==> src/shared/acc_pkg.sv <==
// Purpose: Shared constants, field layouts and types of the converter control block.
// Assumes: System clock of 250 MHz (4 ns period).
// Notes:   Conversion-clock figures are counts of conversion clock enable pulses.
`default_nettype none

package acc_pkg;

  // System clock period and the start-up time of the async generator
  localparam int unsigned CLK_PERIOD_PS   = 4000;
  localparam int unsigned ASYNC_START_US  = 5;
  localparam int unsigned ASYNC_START_CYC =
    (ASYNC_START_US * 1000000 + CLK_PERIOD_PS - 1) / CLK_PERIOD_PS;

  // Bus-clock part of the first-conversion adder
  localparam int unsigned FIRST_BUS_CYC = 5;
  localparam int unsigned WAKE_W        = 11;
  localparam logic [WAKE_W-1:0] WAKE_SHORT = WAKE_W'(FIRST_BUS_CYC - 1);
  localparam logic [WAKE_W-1:0] WAKE_LONG  = WAKE_W'(FIRST_BUS_CYC + ASYNC_START_CYC - 1);

  // Input clock select codes
  localparam logic [1:0] CLK_BUS      = 2'h0;
  localparam logic [1:0] CLK_BUS_HALF = 2'h1;
  localparam logic [1:0] CLK_ALT      = 2'h2;
  localparam logic [1:0] CLK_ASYNC    = 2'h3;

  // Resolution mode codes
  localparam logic [1:0] MODE_8B  = 2'h0;
  localparam logic [1:0] MODE_12B = 2'h1;
  localparam logic [1:0] MODE_10B = 2'h2;

  // Channel code that switches the converter off
  localparam logic [4:0] CHAN_OFF = 5'h1f;

  // Conversion-clock cycle counts
  localparam int unsigned  CNT_W            = 6;
  localparam logic [5:0]   FIRST_CONVERSION_CLOCK_LONG  = 6'h03;
  localparam logic [5:0]   FIRST_CONVERSION_CLOCK_SHORT = 6'h05;
  localparam logic [5:0]   BCT_8B           = 6'h11;
  localparam logic [5:0]   BCT_HI           = 6'h14;
  localparam logic [5:0]   HSC_ADD          = 6'h04;
  localparam logic [5:0]   LST_00           = 6'h14;
  localparam logic [5:0]   LST_01           = 6'h0c;
  localparam logic [5:0]   LST_10           = 6'h06;
  localparam logic [5:0]   LST_11           = 6'h02;

  // Result reset value
  localparam logic [11:0] RESULT_RST = 12'h000;

  // Configuration fields held outside the main control register
  typedef struct packed {
    logic       low_power_cfg;
    logic [1:0] clock_divide_sel;
    logic       long_sample_sel;
    logic [1:0] sample_length_sel;
    logic [1:0] mode;
    logic [1:0] input_clock_sel;
    logic       high_speed_cfg;
    logic       async_clock_out_en;
    logic       hw_trigger_select;
    logic       compare_enable;
    logic       compare_greater_sel;
    logic       continuous_enable;
  } acc_cfg_t;

  // Main conversion control register
  typedef struct packed {
    logic       complete_irq_en;
    logic [4:0] channel_select;
  } acc_ctrl_t;

  localparam acc_ctrl_t CTRL_RST = '{complete_irq_en: 1'b0, channel_select: CHAN_OFF};

  typedef enum logic [2:0] {
    ST_IDLE    = 3'b000,
    ST_WAKE    = 3'b001,
    ST_FIRST   = 3'b011,
    ST_SAMPLE  = 3'b010,
    ST_CONVERT = 3'b110
  } acc_state_t;

endpackage : acc_pkg

`default_nettype wire

==> src/design/acc_clk_div.sv <==
// Purpose: Divides the selected source enable into the conversion clock enable.
// Assumes: Source ticks are one-cycle enables on the system clock.
// Notes:   Ratio is 1, 2, 4 or 8 as picked by the divide select.
`default_nettype none

module acc_clk_div
  import acc_pkg::*;
(
  // Clock and reset
  input  wire logic       clk_sys_in,
  input  wire logic       rstn_in,
  // Source and ratio
  input  wire logic       src_tick_in,
  input  wire logic [1:0] div_sel_in,
  // Divided enable
  output logic            tick_out
);

  logic [2:0] cnt_q;
  logic [2:0] mask;

  always_comb begin
    unique case (div_sel_in)
      2'h0: mask = 3'h0;
      2'h1: mask = 3'h1;
      2'h2: mask = 3'h3;
      2'h3: mask = 3'h7;
    endcase
  end

  assign tick_out = src_tick_in && ((cnt_q & mask) == mask);

  always_ff @(posedge clk_sys_in) begin
    if (!rstn_in) begin
      cnt_q <= 3'h0;
    end else if (src_tick_in) begin
      cnt_q <= 3'(cnt_q + 3'h1);
    end
  end

endmodule // acc_clk_div

`default_nettype wire

==> src/design/acc_conv_ctrl.sv <==
// Purpose: Sequencer, abort handling, timing and compare of a SAR converter.
// Assumes: All inputs synchronous to clk_sys_in; analog core gives its code on sar_result_in.
// Notes:   Registers are plain ports; write strobes are one-cycle pulses.
//
// Function
// - Control register write aborts a running conversion; software mode restarts unless channel off.
// - Writing any other converter register aborts the running conversion.
// - Reset or deepest stop aborts and returns results to reset values.
// - Light stop aborts unless the async clock is the conversion clock.
// - Other aborts keep the result of the last good conversion.
// - Idle until triggered; async generator off unless needed or enabled.
// - Async output enable keeps the async generator running always.
// - Low-power bit puts the active converter in reduced-power setting.
// - Sample input, isolate, approximate, then move result to result registers.
// - Total time is first adder plus base, long-sample and high-speed adders.
// - First adder is 3 or 5 conversion clocks plus 5 bus, plus 5us cold async.
// - Base time is 17 clocks in 8-bit mode, 20 otherwise.
// - Long-sample adder is 0 short, else 20, 12, 6 or 2 clocks.
// - High-speed bit adds four conversion clocks per conversion.
// - Compare is result below value, or at-or-above when greater select set.
// - True compare sets the flag; false compare leaves flag and result untouched.
// - Interrupt raised when flag sets with completion interrupt enabled.
// - Compare keeps running in wait, and in light stop on the async clock only, to wake system.
// - Source clock divided by 1, 2, 4 or 8 into conversion clock.
// - Continuous mode starts the next conversion after each completion until aborted.
// - Converter disabled in reset, deepest stop, and with channel all ones.
`default_nettype none

module acc_conv_ctrl
  import acc_pkg::*;
#(
  parameter int unsigned ASYNC_DIV = 2
) (
  // Clock and reset
  input  wire logic        clk_sys_in,
  input  wire logic        rstn_in,
  // Register writes
  input  wire logic        ctrl_wr_in,
  input  wire acc_ctrl_t   ctrl_in,
  input  wire logic        other_wr_in,
  input  wire acc_cfg_t    cfg_in,
  input  wire logic [11:0] compare_value_in,
  // Power modes
  input  wire logic        deepest_stop_in,
  input  wire logic        light_stop_in,
  // Trigger and alternate clock
  input  wire logic        hw_trigger_in,
  input  wire logic        alt_clk_tick_in,
  // Analog core
  input  wire logic [11:0] sar_result_in,
  output logic             sample_out,
  output logic             convert_out,
  output logic             low_power_out,
  output logic             async_gen_run_out,
  output logic [4:0]       channel_out,
  // Status
  output logic [7:0]       result_high_out,
  output logic [7:0]       result_low_out,
  output logic             complete_flag_out,
  output logic             active_out,
  output logic             irq_out
);

  acc_state_t        state_q;
  acc_ctrl_t         ctrl_q;
  logic [WAKE_W-1:0] wake_cnt_q;
  logic [CNT_W-1:0]  conversion_clock_cnt_q;
  logic [11:0]       result_q;
  logic              flag_q;
  logic              hw_q;
  logic              half_q;
  logic [3:0]        async_cnt_q;

  logic              busy;
  logic              disabled;
  logic              stop_hold;
  logic              abort;
  logic              sw_start;
  logic              hw_start;
  logic              start;
  logic              async_tick;
  logic              src_tick;
  logic              conversion_clock;
  logic              cold_async;
  logic [5:0]        first_cyc;
  logic [5:0]        lst_cyc;
  logic [5:0]        conv_cyc;
  logic              done;
  logic              done_ok;
  logic              cmp_true;
  logic              xfer;

  assign busy     = (state_q != ST_IDLE);
  assign disabled = (ctrl_q.channel_select == CHAN_OFF);
  // Non-async clocks are stopped in light stop, so nothing may run on them
  assign stop_hold = light_stop_in && (cfg_in.input_clock_sel != CLK_ASYNC);

  assign abort = busy && (ctrl_wr_in || other_wr_in || stop_hold);

  assign sw_start = ctrl_wr_in && !cfg_in.hw_trigger_select &&
                    (ctrl_in.channel_select != CHAN_OFF);
  // Edges during a conversion are ignored; continuous series see only the first
  assign hw_start = cfg_in.hw_trigger_select && hw_trigger_in && !hw_q &&
                    !busy && !disabled && !ctrl_wr_in;
  assign start    = (sw_start || hw_start) && !stop_hold;

  always_ff @(posedge clk_sys_in) begin
    if (!rstn_in) begin
      hw_q <= 1'b0;
    end else begin
      hw_q <= hw_trigger_in;
    end
  end

  always_ff @(posedge clk_sys_in) begin
    if (!rstn_in || deepest_stop_in) begin
      ctrl_q <= CTRL_RST;
    end else if (ctrl_wr_in) begin
      ctrl_q <= ctrl_in;
    end
  end

  assign async_gen_run_out = cfg_in.async_clock_out_en ||
                             (busy && (cfg_in.input_clock_sel == CLK_ASYNC));

  always_ff @(posedge clk_sys_in) begin
    if (!rstn_in || !async_gen_run_out) begin
      async_cnt_q <= 4'h0;
    end else if (async_tick) begin
      async_cnt_q <= 4'h0;
    end else begin
      async_cnt_q <= 4'(async_cnt_q + 4'h1);
    end
  end
  assign async_tick = async_gen_run_out && (async_cnt_q == 4'(ASYNC_DIV - 1));

  always_ff @(posedge clk_sys_in) begin
    if (!rstn_in) begin
      half_q <= 1'b0;
    end else begin
      half_q <= !half_q;
    end
  end

  always_comb begin
    unique case (cfg_in.input_clock_sel)
      CLK_BUS:      src_tick = !stop_hold;
      CLK_BUS_HALF: src_tick = half_q && !stop_hold;
      CLK_ALT:      src_tick = alt_clk_tick_in && !stop_hold;
      CLK_ASYNC:    src_tick = async_tick;
    endcase
  end

  acc_clk_div u_div (
    .clk_sys_in  (clk_sys_in),
    .rstn_in     (rstn_in),
    .src_tick_in (src_tick),
    .div_sel_in  (cfg_in.clock_divide_sel),
    .tick_out    (conversion_clock)
  );

  assign cold_async = (cfg_in.input_clock_sel == CLK_ASYNC) && !cfg_in.async_clock_out_en;
  assign first_cyc  = cfg_in.long_sample_sel ? FIRST_CONVERSION_CLOCK_LONG : FIRST_CONVERSION_CLOCK_SHORT;

  always_comb begin
    unique case (cfg_in.sample_length_sel)
      2'h0: lst_cyc = LST_00;
      2'h1: lst_cyc = LST_01;
      2'h2: lst_cyc = LST_10;
      2'h3: lst_cyc = LST_11;
    endcase
    if (!cfg_in.long_sample_sel) begin
      lst_cyc = 6'h00;
    end
  end

  assign conv_cyc = 6'((cfg_in.mode == MODE_8B ? BCT_8B : BCT_HI) +
                       (cfg_in.high_speed_cfg ? HSC_ADD : 6'h00));

  always_ff @(posedge clk_sys_in) begin
    if (!rstn_in || deepest_stop_in) begin
      state_q    <= ST_IDLE;
      wake_cnt_q <= '0;
      conversion_clock_cnt_q <= '0;
    end else if (start) begin
      state_q    <= ST_WAKE;
      wake_cnt_q <= cold_async ? WAKE_LONG : WAKE_SHORT;
    end else if (abort) begin
      state_q <= ST_IDLE;
    end else begin
      unique case (state_q)
        ST_IDLE: begin
          state_q <= ST_IDLE;
        end
        ST_WAKE: begin
          if (wake_cnt_q == '0) begin
            state_q    <= ST_FIRST;
            conversion_clock_cnt_q <= 6'(first_cyc - 6'h01);
          end else begin
            wake_cnt_q <= WAKE_W'(wake_cnt_q - 1'b1);
          end
        end
        ST_FIRST, ST_SAMPLE: begin
          if (conversion_clock && conversion_clock_cnt_q == '0) begin
            if (state_q == ST_FIRST && lst_cyc != 6'h00) begin
              state_q    <= ST_SAMPLE;
              conversion_clock_cnt_q <= 6'(lst_cyc - 6'h01);
            end else begin
              state_q    <= ST_CONVERT;
              conversion_clock_cnt_q <= 6'(conv_cyc - 6'h01);
            end
          end else if (conversion_clock) begin
            conversion_clock_cnt_q <= 6'(conversion_clock_cnt_q - 6'h01);
          end
        end
        ST_CONVERT: begin
          if (done) begin
            if (cfg_in.continuous_enable && lst_cyc != 6'h00) begin
              state_q    <= ST_SAMPLE;
              conversion_clock_cnt_q <= 6'(lst_cyc - 6'h01);
            end else if (cfg_in.continuous_enable) begin
              conversion_clock_cnt_q <= 6'(conv_cyc - 6'h01);
            end else begin
              state_q <= ST_IDLE;
            end
          end else if (conversion_clock) begin
            conversion_clock_cnt_q <= 6'(conversion_clock_cnt_q - 6'h01);
          end
        end
        default: begin
          state_q <= ST_IDLE;
        end
      endcase
    end
  end

  assign done    = (state_q == ST_CONVERT) && conversion_clock && (conversion_clock_cnt_q == '0);
  assign done_ok = done && !abort && !start && !deepest_stop_in;

  assign cmp_true = !cfg_in.compare_enable ||
                    (cfg_in.compare_greater_sel ? (sar_result_in >= compare_value_in)
                                                : (sar_result_in <  compare_value_in));
  assign xfer = done_ok && cmp_true;

  always_ff @(posedge clk_sys_in) begin
    if (!rstn_in || deepest_stop_in) begin
      result_q <= RESULT_RST;
    end else if (xfer) begin
      result_q <= sar_result_in;
    end
  end

  // flag on completion
  // A control write in the completion cycle aborts it, so the clear wins over the set
  always_ff @(posedge clk_sys_in) begin
    if (!rstn_in || deepest_stop_in) begin
      flag_q <= 1'b0;
    end else if (xfer) begin
      flag_q <= 1'b1;
    end else if (ctrl_wr_in) begin
      flag_q <= 1'b0;
    end
  end

  assign irq_out           = flag_q && ctrl_q.complete_irq_en;
  assign complete_flag_out = flag_q;
  assign result_high_out   = {4'h0, result_q[11:8]};
  assign result_low_out    = result_q[7:0];
  assign active_out        = busy;
  assign channel_out       = ctrl_q.channel_select;
  assign sample_out        = (state_q == ST_FIRST) || (state_q == ST_SAMPLE);
  assign convert_out       = (state_q == ST_CONVERT);
  assign low_power_out     = cfg_in.low_power_cfg && busy;

  logic quiet;
  assign quiet = !ctrl_wr_in && !other_wr_in && !light_stop_in && !deepest_stop_in;
endmodule // acc_conv_ctrl

`default_nettype wire

==> config.mk <==
export PLATFORM = sky130hd
export DESIGN_NAME = acc_conv_ctrl
export DESIGN_NICKNAME = d
export VERILOG_FILES = /design/src/shared/acc_pkg.sv /design/src/design/acc_clk_div.sv /design/src/design/acc_conv_ctrl.sv
export SDC_FILE = /design/constraint.sdc
export NUM_CORES = 1
export LEC_CHECK = 0
export ABC_AREA = 1
export BUFFER_PORTS_ARGS = -buffer_cell sky130_fd_sc_hd__buf_2
export CORE_UTILIZATION = 30
export CTS_CLUSTER_DIAMETER = 30
export DETAILED_ROUTE_END_ITERATION = 6
export PLACE_DENSITY = 0.49
export REMOVE_ABC_BUFFERS = 1
export SLEW_MARGIN = 30
export SYNTH_ARGS = -nofsm -noshare
export SYNTH_HDL_FRONTEND = slang
export SYNTH_HIERARCHICAL = 1
export SYNTH_SLANG_ARGS = --single-unit
==> constraint.sdc <==
create_clock -name clk_sys_in -period 3.2 [get_ports clk_sys_in]
set_input_delay 0.48 -clock clk_sys_in [delete_from_list [all_inputs] [get_ports clk_sys_in]]
set_output_delay 0.48 -clock clk_sys_in [all_outputs]
set_load 0.05 [all_outputs]
Word-level counts from Yosys, hierarchy flattened
Index checks and enable logic that the tools add are counted.
Word-level totals
  bits in registers: 48
  input port bits: 54
  logic and storage cells: 153
Operators by class
  add/sub/neg operators: 8
  $lt $le $gt $ge: 2
  eq/ne operators: 29
  muxes and demuxes: 32
  bitwise gates (word level): 3
  reduce and logical (&&, ||, !) cells: 67
Operator list (count)
  $mux W11: 5
  $mux W6: 8
  $logic_and A1 B1 Y1: 27
  $mux W3: 9
  $pmux W6 S4: 1
  $pmux W6 S3: 1
  $sub A6 B1 Y6 const B: 3
  $logic_not A1 Y1: 14
  $eq A2 B2 Y1 const B: 6
  $ge A12 B12 Y1: 1
  $lt A12 B12 Y1: 1
  $pmux W3 S4: 1
  $logic_not A11 Y1: 1
  $sub A11 B1 Y11 const B: 1
  $pmux W3 S3: 1
  $logic_not A2 Y1: 4
  $logic_or A1 B1 Y1: 8
  $ne A2 B2 Y1 const B: 4
  $ne A4 B4 Y1 const B: 2
  $reduce_and A4 Y1: 2
  $add A5 B3 Y6: 1
  $eq A2 B1 Y1 const B: 3
  $eq A3 B2 Y1 const B: 2
  $logic_not A6 Y1: 1
  25 further kinds: 34

Depth between registers and ports, before layout
Gate-level depths: netlist of the first run.
  depth after elaboration: 13
  gate-level depth with buffers: 20

Hierarchy
The synthesis of the first run kept the hierarchy.
By module, submodules not included
  acc_conv_ctrl: times used 1, cells each 524, area an instance 3299.4 µm², seq. area each 900.9 µm²
  acc_clk_div: times used 1, cells each 25, area an instance 161.4 µm², seq. area each 60.1 µm²

Worst setup path after synthesis of the first run
OpenSTA, ideal clock, no wires.
  path kind: reg2reg
  from: reg state_q[1]
  to: reg state_q[0]
  data arrival time: 3.751 ns
  setup slack: -0.666 ns
  cell stages (with the launch flop): 17
  path buffers: 1
  period minus slack after synthesis: 3.866 ns
  path through: dfxtp_1 -> nor2_2 -> nand2_2 -> inv_1 -> o21ai_0 -> nand3_1 -> o31ai_1 -> inv_1 -> a21oi_2 -> inv_1 -> nor2_4 -> buf_6 -> nor2_1 -> o21ai_2 -> nand2_1 -> a21oi_1 -> nor2_1
On the way
  word-level cells in the longest chain between the ends: 10
  elaborated cells between the ends (all ways): 29
RTL lines
  start, declared: RTL line acc_conv_ctrl.sv:64  | acc_state_t state_q;
  start signal, assigned: RTL line acc_conv_ctrl.sv:182  | state_q <= ST_IDLE;
  start signal, assigned: RTL line acc_conv_ctrl.sv:186  | state_q <= ST_WAKE;
  start signal, assigned: RTL line acc_conv_ctrl.sv:189  | state_q <= ST_IDLE;
  $reduce_bool A3 Y1 (*): RTL line acc_conv_ctrl.sv:93  | assign busy = (state_q != ST_IDLE);
  net active_out: RTL line acc_conv_ctrl.sv:60  | output logic active_out,
  $logic_and A1 B1 Y1 (*): RTL line acc_conv_ctrl.sv:124  | (busy && (cfg_in.input_clock_sel == CLK_ASYNC));
  $logic_or A1 B1 Y1 (*): RTL line acc_conv_ctrl.sv:123  | assign async_gen_run_out = cfg_in.async_clock_out_en ||
  net async_gen_run_out: RTL line acc_conv_ctrl.sv:54  | output logic async_gen_run_out,
  $logic_and A1 B1 Y1 (*): RTL line acc_conv_ctrl.sv:135  | assign async_tick = async_gen_run_out && (async_cnt_q == 4'(ASYNC_DIV - 1));
  $pmux W1 S4 (*): RTL line acc_conv_ctrl.sv:146  | unique case (cfg_in.input_clock_sel)
  net src_tick: RTL line acc_conv_ctrl.sv:82  | logic src_tick;
  $logic_and A1 B1 Y1 (*): RTL line acc_clk_div.sv:31  | assign tick_out = src_tick_in && ((cnt_q & mask) == mask);
  net conversion_clock: RTL line acc_conv_ctrl.sv:83  | logic conversion_clock;
  $logic_and A1 B1 Y1 (2 in a row): RTL line acc_conv_ctrl.sv:237  | assign done = (state_q == ST_CONVERT) && conversion_clock && (conversion_clock_cnt_q == '0);
  $ne A4 B1 Y1 (no source line)
  $reduce_and A4 Y1 (no source line) (*)
Mark *: on every way through the listed nets, which the timed path passes. The rest lies on a longest branch.
A chain may end at the register's enable or synchronous reset.

Final worst setup path of the first run
  from: reg state_q[2]
  to: reg state_q[0]
On the way
  word-level cells in the longest chain between the ends: 10
  elaborated cells between the ends (all ways): 29
RTL lines (RTL line)
  $reduce_bool A3 Y1 (*): acc_conv_ctrl.sv:93
  $logic_and A1 B1 Y1 (*): acc_conv_ctrl.sv:124
  $logic_or A1 B1 Y1 (*): acc_conv_ctrl.sv:123
  $logic_and A1 B1 Y1 (*): acc_conv_ctrl.sv:135
  $pmux W1 S4 (*): acc_conv_ctrl.sv:146
  net src_tick: acc_conv_ctrl.sv:82
  $logic_and A1 B1 Y1 (*): acc_clk_div.sv:31
  net conversion_clock: acc_conv_ctrl.sv:83
  $logic_and A1 B1 Y1 (2 in a row): acc_conv_ctrl.sv:237
  $ne A4 B1 Y1 (no source line)
  $reduce_and A4 Y1 (no source line) (*)
Marks and branches as above.

==> results of run 1 <==
==> cells by family (layout without fill, tap and decap cells) <==
logic type | after synthesis | in the layout | share of synthesized area [%]
AOI/OAI and AO/OA | 72 | 72 | 11.4
xor gates and xnor gates | 5 | 5 | 1.27
adders and majority gates | 23 | 23 | 8.32
buffers and inverters | 112 | 182 | 14.5
DFF | 48 | 48 | 27.8
other | 1 | 4 | 0.108
and+or+nand+nor | 288 | 288 | 36.7
==> synth_stat cells, drive strengths merged <==
cell	count
dfxtp	48
nand3	52
clkbuf	3
a211oi	1
o211ai	2
ha	23
nor3b	2
nor2	71
o22ai	1
nand2	155
inv	92
o21ai	28
nand4	3
conb	1
nand3b	1
or2	2
nor3	2
xnor2	1
o21bai	1
xor2	4
o21a	1
o31ai	1
a21oi	37
buf	17
==> final cells by class <==
type | count | area share (%)
clock buffer | 7 | 3.50
timing repair buffer | 82 | 10.4
multi-input combinational | 392 | 49.5
inverter | 92 | 8.54
tap | 140 | 4.30
clock inverter | 1 | 0.184
sequential | 48 | 23.6
==> timing repair <==
action,in CTS,in global routing
setup endpoints to repair,0,12
hold buffers,0,0
resized for setup,0,1
==> critical path, cell delays in order (launching register included) <==
cell	delay, ns
dfxtp_1	0.39
nor2_2	0.06
nand2_2	0.15
inv_1	0.08
o21ai_0	0.29
nand3_1	0.16
o31ai_1	0.31
inv_1	0.13
a21oi_2	0.16
inv_1	0.10
nor2_4	0.13
buf_4	0.19
nor2_1	0.08
o21ai_2	0.16
nand2_1	0.09
a21oi_1	0.13
nor2_1	0.05
==> cell usage in the layout, fill, tap and decap left out, types with 2 or more instances in the layout <==
cell type and instances:
clkbuf_16 5, nor3b_1 2, nand4_2 2, nor2_4 2
nand2_2 5, nor3_1 2, a21oi_1 35, nand2_4 2
buf_2 77, xor2_1 4, buf_4 5, nor2_1 63
dfxtp_1 48, inv_2 3, nand3_1 50, o211ai_1 2
inv_1 88, o21ai_0 25, conb_1 4, nand2_1 148
o21ai_1 2, ha_1 23, nor2_2 5
==> how the worst max path moves through the flow <==
stage | start | end
floorplan | state_q[1] | result_q[0]
global placement | cfg_in[7] | result_q[2]
detailed placement | cfg_in[7] | result_q[9]
CTS | state_q[2] | result_q[9]
global route | state_q[1] | state_q[0]
finish | state_q[2] | state_q[0]
==> per-stage QoR <==
step | setup TNS [ns] | setup slack [ns] | hold WS (ns) | cells | power, mW
2_1_floorplan | -16.20 | -0.808 | 0.386 | 532 | 0.829
3_3_place_gp | 0 | 0.342 | 0.425 | 754 | 0.921
3_5_place_dp | 0 | 0.119 | 0.411 | 754 | 0.926
4_1_cts | 0 | 0.232 | 0.387 | 762 | 1.47
5_1_grt | 0 | 0.0297 | 0.399 | 762 | 1.53
6_report | 0 | 0.416 | 0.394 | 762 | 1.45
==> power by group through the flow <==
stage / Clock, mW / Sequential, mW / Combinational, mW
5_1_grt: 0.573 / 0.622 / 0.333
6_report: 0.536 / 0.621 / 0.290
4_1_cts: 0.552 / 0.621 / 0.293
3_3_place_gp: 0 / 0.634 / 0.287
3_5_place_dp: 0 / 0.634 / 0.292
2_1_floorplan: 0 / 0.641 / 0.188
==> sequential cells by signal, indices dropped and copies added, names as in the netlist, 3 cells and up <==
register                flops
result_q                   12
u_div/cnt_q                 3
channel_out                 5
state_q                     3
async_cnt_q                 4
conversion_clock_cnt_q      6
wake_cnt_q                 11
==> per-layer routing <==
metal  vias to the layer above  share of wire, %  global-route usage, %
met4                         0              0.63                   3.43
met5                         -                 0                      0
met1                      1536                48                   18.6
met3                         4               3.7                   2.79
met2                        56                48                   26.3
li1                       1849                 -                      -
==> results.tsv, run 1 <==
metric	value	unit
Worst Hold Class	input pin to flip-flop	
H-tree depth	2	
Pint	1.02	mW
Fin. Hold Viols	0	
aggregate global routing overflow	0	
port buffer count	77	
# IOs	82	
unrepaired setup endpoints after global routing	false	
cell area after layout	4070	sq um
GRT Total Usage	14.9	%
Post-CTS Setup Repair Bufs	0	
hold endpoint	hw_q	
synth warn	6	
largest net degree at the start of global routing	29	
status	completed	
P_sw	423	uW
Initial Util	31.4	%
worst path required time	3.38	ns
minimum clock period	2.78	ns
DRT Pass-1 Iters	4	
Peak VDD IR	0.257	mV
antenna violations before repair	0	
chip height	109	microns
Final #Nets	698	
TritonCTS clock tree	yes	
Tcrit/Tclk final	87.0	%
first-pass GRT wire length	14.1	mm
routed len/inst	11.1	microns
DP HPWL	6.75	mm
DRT iter0 DRCs	142	
worst r2r path cells	16	
Detail Route Antenna Nets	0	
post-layout util	36.9	%
Synth cell types	42	
# rows	38	
critical path peak fanout	11	
Yosys reg bits	48	
max frequency	359	MHz
area of the multi-input gates	2020	sq um
syn_area_per_cell	6.30	sq um
clock buffer count from CTS	5	
Critical Path AT	2.96	ns
clk buf depth	2	
kind of end point of the critical path	flip-flop	
Worst Min Path Start	hw_trigger_in	
worst skew pair latency	0.29	ns
final slew viol count	0	
Fill cells	1196	
root buffer cell	clkbuf_16	
Reg power frac	42.9	%
GP Congestion	0.845	
sequential cell area	961	sq um
FF-to-FF End	state_q[0]	
sw frac	29.3	%
largest area contributor in the netlist	dfxtp_1	
WS Path Type	flip-flop to flip-flop	
DP Area	3920	sq um
Max-Cap Viols	0	
Post-Syn Instances	549	
final setup fails	0	
vias in the first global route	3153	
clock skew	0.00722	ns
post-synthesis sequential area ratio	27.8	%
Clock power frac	37.0	%
Leak	2.12	nW
worst reg2reg startpoint	state_q[2]	
hold depth	3	
CTS Sinks	48	
Placeable Area	11000	sq um
Cell Pwr Density	355	nW/um^2
register-to-register setup slack	0.42	ns
Synth-to-Final Area Change	17.7	%
top cell type's share of synthesized area	27.8	%
DRC violations left	0	
die area	12000	sq um
combinational power share	20.0	%
Antenna diodes	0	
CP Launch Type	flip-flop	
clock-pin slew on the worst setup and hold paths	0.06	ns
synth top area cells	dfxtp_1 (28%), nand2_1 (16%), inv_1 (9.5%)	
Post-Syn Area	3460	sq um
Die W	109	microns
routed vias/inst	4.52	
drt total wl	8.46	mm
share of cells above drive strength 1	18.6	%
vias	3445	
(Power assumes the default switching activity.)
==> inputs of run 2 (changes only) <==
--- a/config.mk
+++ b/config.mk
@@ -10,10 +10,9 @@
 export CORE_UTILIZATION = 30
 export CTS_CLUSTER_DIAMETER = 30
 export DETAILED_ROUTE_END_ITERATION = 6
-export PLACE_DENSITY = 0.49
+export PLACE_DENSITY_LB_ADDON = 0.2
 export REMOVE_ABC_BUFFERS = 1
 export SLEW_MARGIN = 30
 export SYNTH_ARGS = -nofsm -noshare
 export SYNTH_HDL_FRONTEND = slang
-export SYNTH_HIERARCHICAL = 1
 export SYNTH_SLANG_ARGS = --single-unit
==> results.tsv, run 2 <==
metric	value	unit
status	completed	
port buffer count	77	
root buffer cell	clkbuf_8	
first-pass GRT wire length	12.9	mm
largest net degree at the start of global routing	26	
Peak VDD IR	0.235	mV
clock skew	0.0184	ns
Largest register FFs	12	
DRT iter0 DRCs	112	
vias	3214	
max frequency	465	MHz
vias in the first global route	3058	
kind of end point of the critical path	flip-flop	
synth top area cells	dfxtp_1 (29%), nand2_1 (15%), ha_1 (8.7%)	
syn_area_per_cell	6.53	sq um
Main synth FF type	dfxtp_1	
Tcrit/Tclk final	67.3	%
unrepaired setup endpoints after global routing	false	
routed len/inst	10.5	microns
launch point of the worst path	wake_cnt_q[0]	
Yosys reg bits	48	
worst reg2reg startpoint	wake_cnt_q[0]	
GRT Total Usage	13.7	%
Critical Path AT	2.33	ns
Cell Pwr Density	345	nW/um^2
top cells by count, synth	nand2_1 (131), inv_1 (71), nor2_1 (69), dfxtp_1 (48), nand3_1 (34)	
Post-Syn Area	3290	sq um
Synth-to-Final Area Change	17.9	%
post-synthesis sequential area ratio	29.2	%
Final #Nets	655	
drt total wl	7.51	mm
DRC violations left	0	
DP HPWL	5.99	mm
chip height	107	microns
most common cell in the netlist	nand2_1	
FF-to-FF End	wake_cnt_q[2]	
Placeable Area	10500	sq um
asr flop ratio synth	0	%
TritonCTS clock tree	yes	
# IOs	82	
leading cell types in the layout, fill and taps excluded	nand2_1 (131), buf_2 (77), inv_1 (71), nor2_1 (68), dfxtp_1 (48)	
Antenna diodes	0	
largest area contributor in the netlist	dfxtp_1	
Fill cells	1196	
CP Launch Type	flip-flop	
CTS Sinks	48	
Synth cell types	38	
clk buf depth	2	
aggregate global routing overflow	0	
final slew viol count	0	
GP Congestion	0.794	
share of cells above drive strength 1	18.1	%
clock buffer count from CTS	5	
routed vias/inst	4.50	
critical path peak fanout	11	
WS Path Type	flip-flop to flip-flop	
Fin. Hold Viols	0	
# rows	37	
Critical Path Sink	wake_cnt_q[2]	
# hold bufs at CTS	0	
DRT Pass-1 Iters	4	
post-layout util	37.1	%
Setup TNS	0	ns
minimum clock period	2.15	ns
H-tree depth	2	
Die W	107	microns
Detail Route Antenna Nets	0	
Regs by FF count	result_q (12), wake_cnt_q (11), conversion_clock_cnt_q (6)	
largest reg by FF count	result_q	
clock-pin slew on the worst setup and hold paths	0.11	ns
post-CTS sizing	0	
antenna violations before repair	0	
Leak	2.05	nW
register-to-register setup slack	1.05	ns
top cell type's share of synthesized area	29.2	%
worst path required time	3.38	ns
Post-Syn Instances	504	
Max-Cap Viols	0	
die area	11400	sq um
Worst Hold Class	input pin to flip-flop	
synth warn	0	
Post-synth EDFFs	0	
final setup fails	0	
Post-CTS Setup Repair Bufs	0	
worst r2r path cells	12	
Tot Pwr	1.34	mW
Initial Util	31.5	%
commonest non-fill, non-tap cell in the layout	nand2_1	
worst skew pair latency	0.31	ns
==> run 2: cell count changes in the layout (fill, tap and decap cells not counted), moves of 6 or more <==
cell / delta
xor2_1: +6
inv_1: -17
nand2_1: -17
a21oi_1: -16
nand4_1: +8
nand3_1: -16
==> run 2: kinds of logic after synthesis <==
kind of cell | count (synthesis) | share of synthesized area [%]
flip-flops | 48 | 29.2
XOR/XNOR | 13 | 3.46
buffers and inverters | 91 | 12.2
AO/OA/AOI/OAI | 60 | 9.76
adder cells (fa/ha/maj) | 23 | 8.74
multiplexers | 1 | 0.304
AND/OR/NAND/NOR | 267 | 36.2
other | 1 | 0.114
==> run 2: worst min path at each step <==
stage	start	end	slack [ns]	depth (start not counted)
after floorplan	half_q	half_q	0.39	1
after CTS	hw_trigger_in	hw_q	0.36	3
after global placement	half_q	half_q	0.40	1
after detailed placement	half_q	half_q	0.40	1
final	hw_trigger_in	hw_q	0.37	3
after global routing	hw_trigger_in	hw_q	0.37	3
==> run 2: area by class of cell <==
type | count | area, sq um | area share [%]
inverters | 75 | 287 | 7.38
well taps | 136 | 170 | 4.38
multi-input cells | 368 | 1940 | 50.0
clock inverters | 3 | 46.3 | 1.19
repair buffers | 80 | 408 | 10.5
clock buffers | 5 | 68.8 | 1.77
flip-flops and latches | 48 | 961 | 24.7
==> run 2: metrics by stage <==
stage / setup WS [ns] / hold WS [ns] / std cells / area [sq um]
2_1_floorplan: 0.950 / 0.392 / 491 / 3190
3_3_place_gp: 0.843 / 0.405 / 707 / 3770
3_5_place_dp: 0.822 / 0.405 / 707 / 3770
4_1_cts: 1.06 / 0.361 / 715 / 3880
5_1_grt: 0.789 / 0.368 / 715 / 3880
6_report: 1.05 / 0.375 / 715 / 3880
==> run 2: report_power, final <==
group | total, mW | leakage [nW] | switching (mW) | internal, mW
Sequential | 0.622 | 0.389 | 0.0114 | 0.611
Combinational | 0.263 | 1.60 | 0.169 | 0.0945
Clock | 0.455 | 0.0548 | 0.219 | 0.236
==> run 2: worst max-delay path, cell delays in order, from the launching register on <==
cell     delay, ns
dfxtp_1       0.36
inv_1         0.07
ha_1          0.23
nand2_1       0.08
nor2_1        0.05
nand4_1       0.08
nand2_1       0.13
nor2_1        0.36
inv_1         0.07
nand2_1       0.26
inv_1         0.11
o21ai_0       0.16
a21oi_1       0.08
==> run 2: per-layer routing <==
metal | track usage, % | vias to the layer above | part of all wire (%)
met4 | 2.94 | 0 | 0.56
met3 | 2.74 | 4 | 5.4
met2 | 23.5 | 85 | 45
li1 | - | 1730 | -
met5 | 0 | - | 0
met1 | 17.6 | 1395 | 49
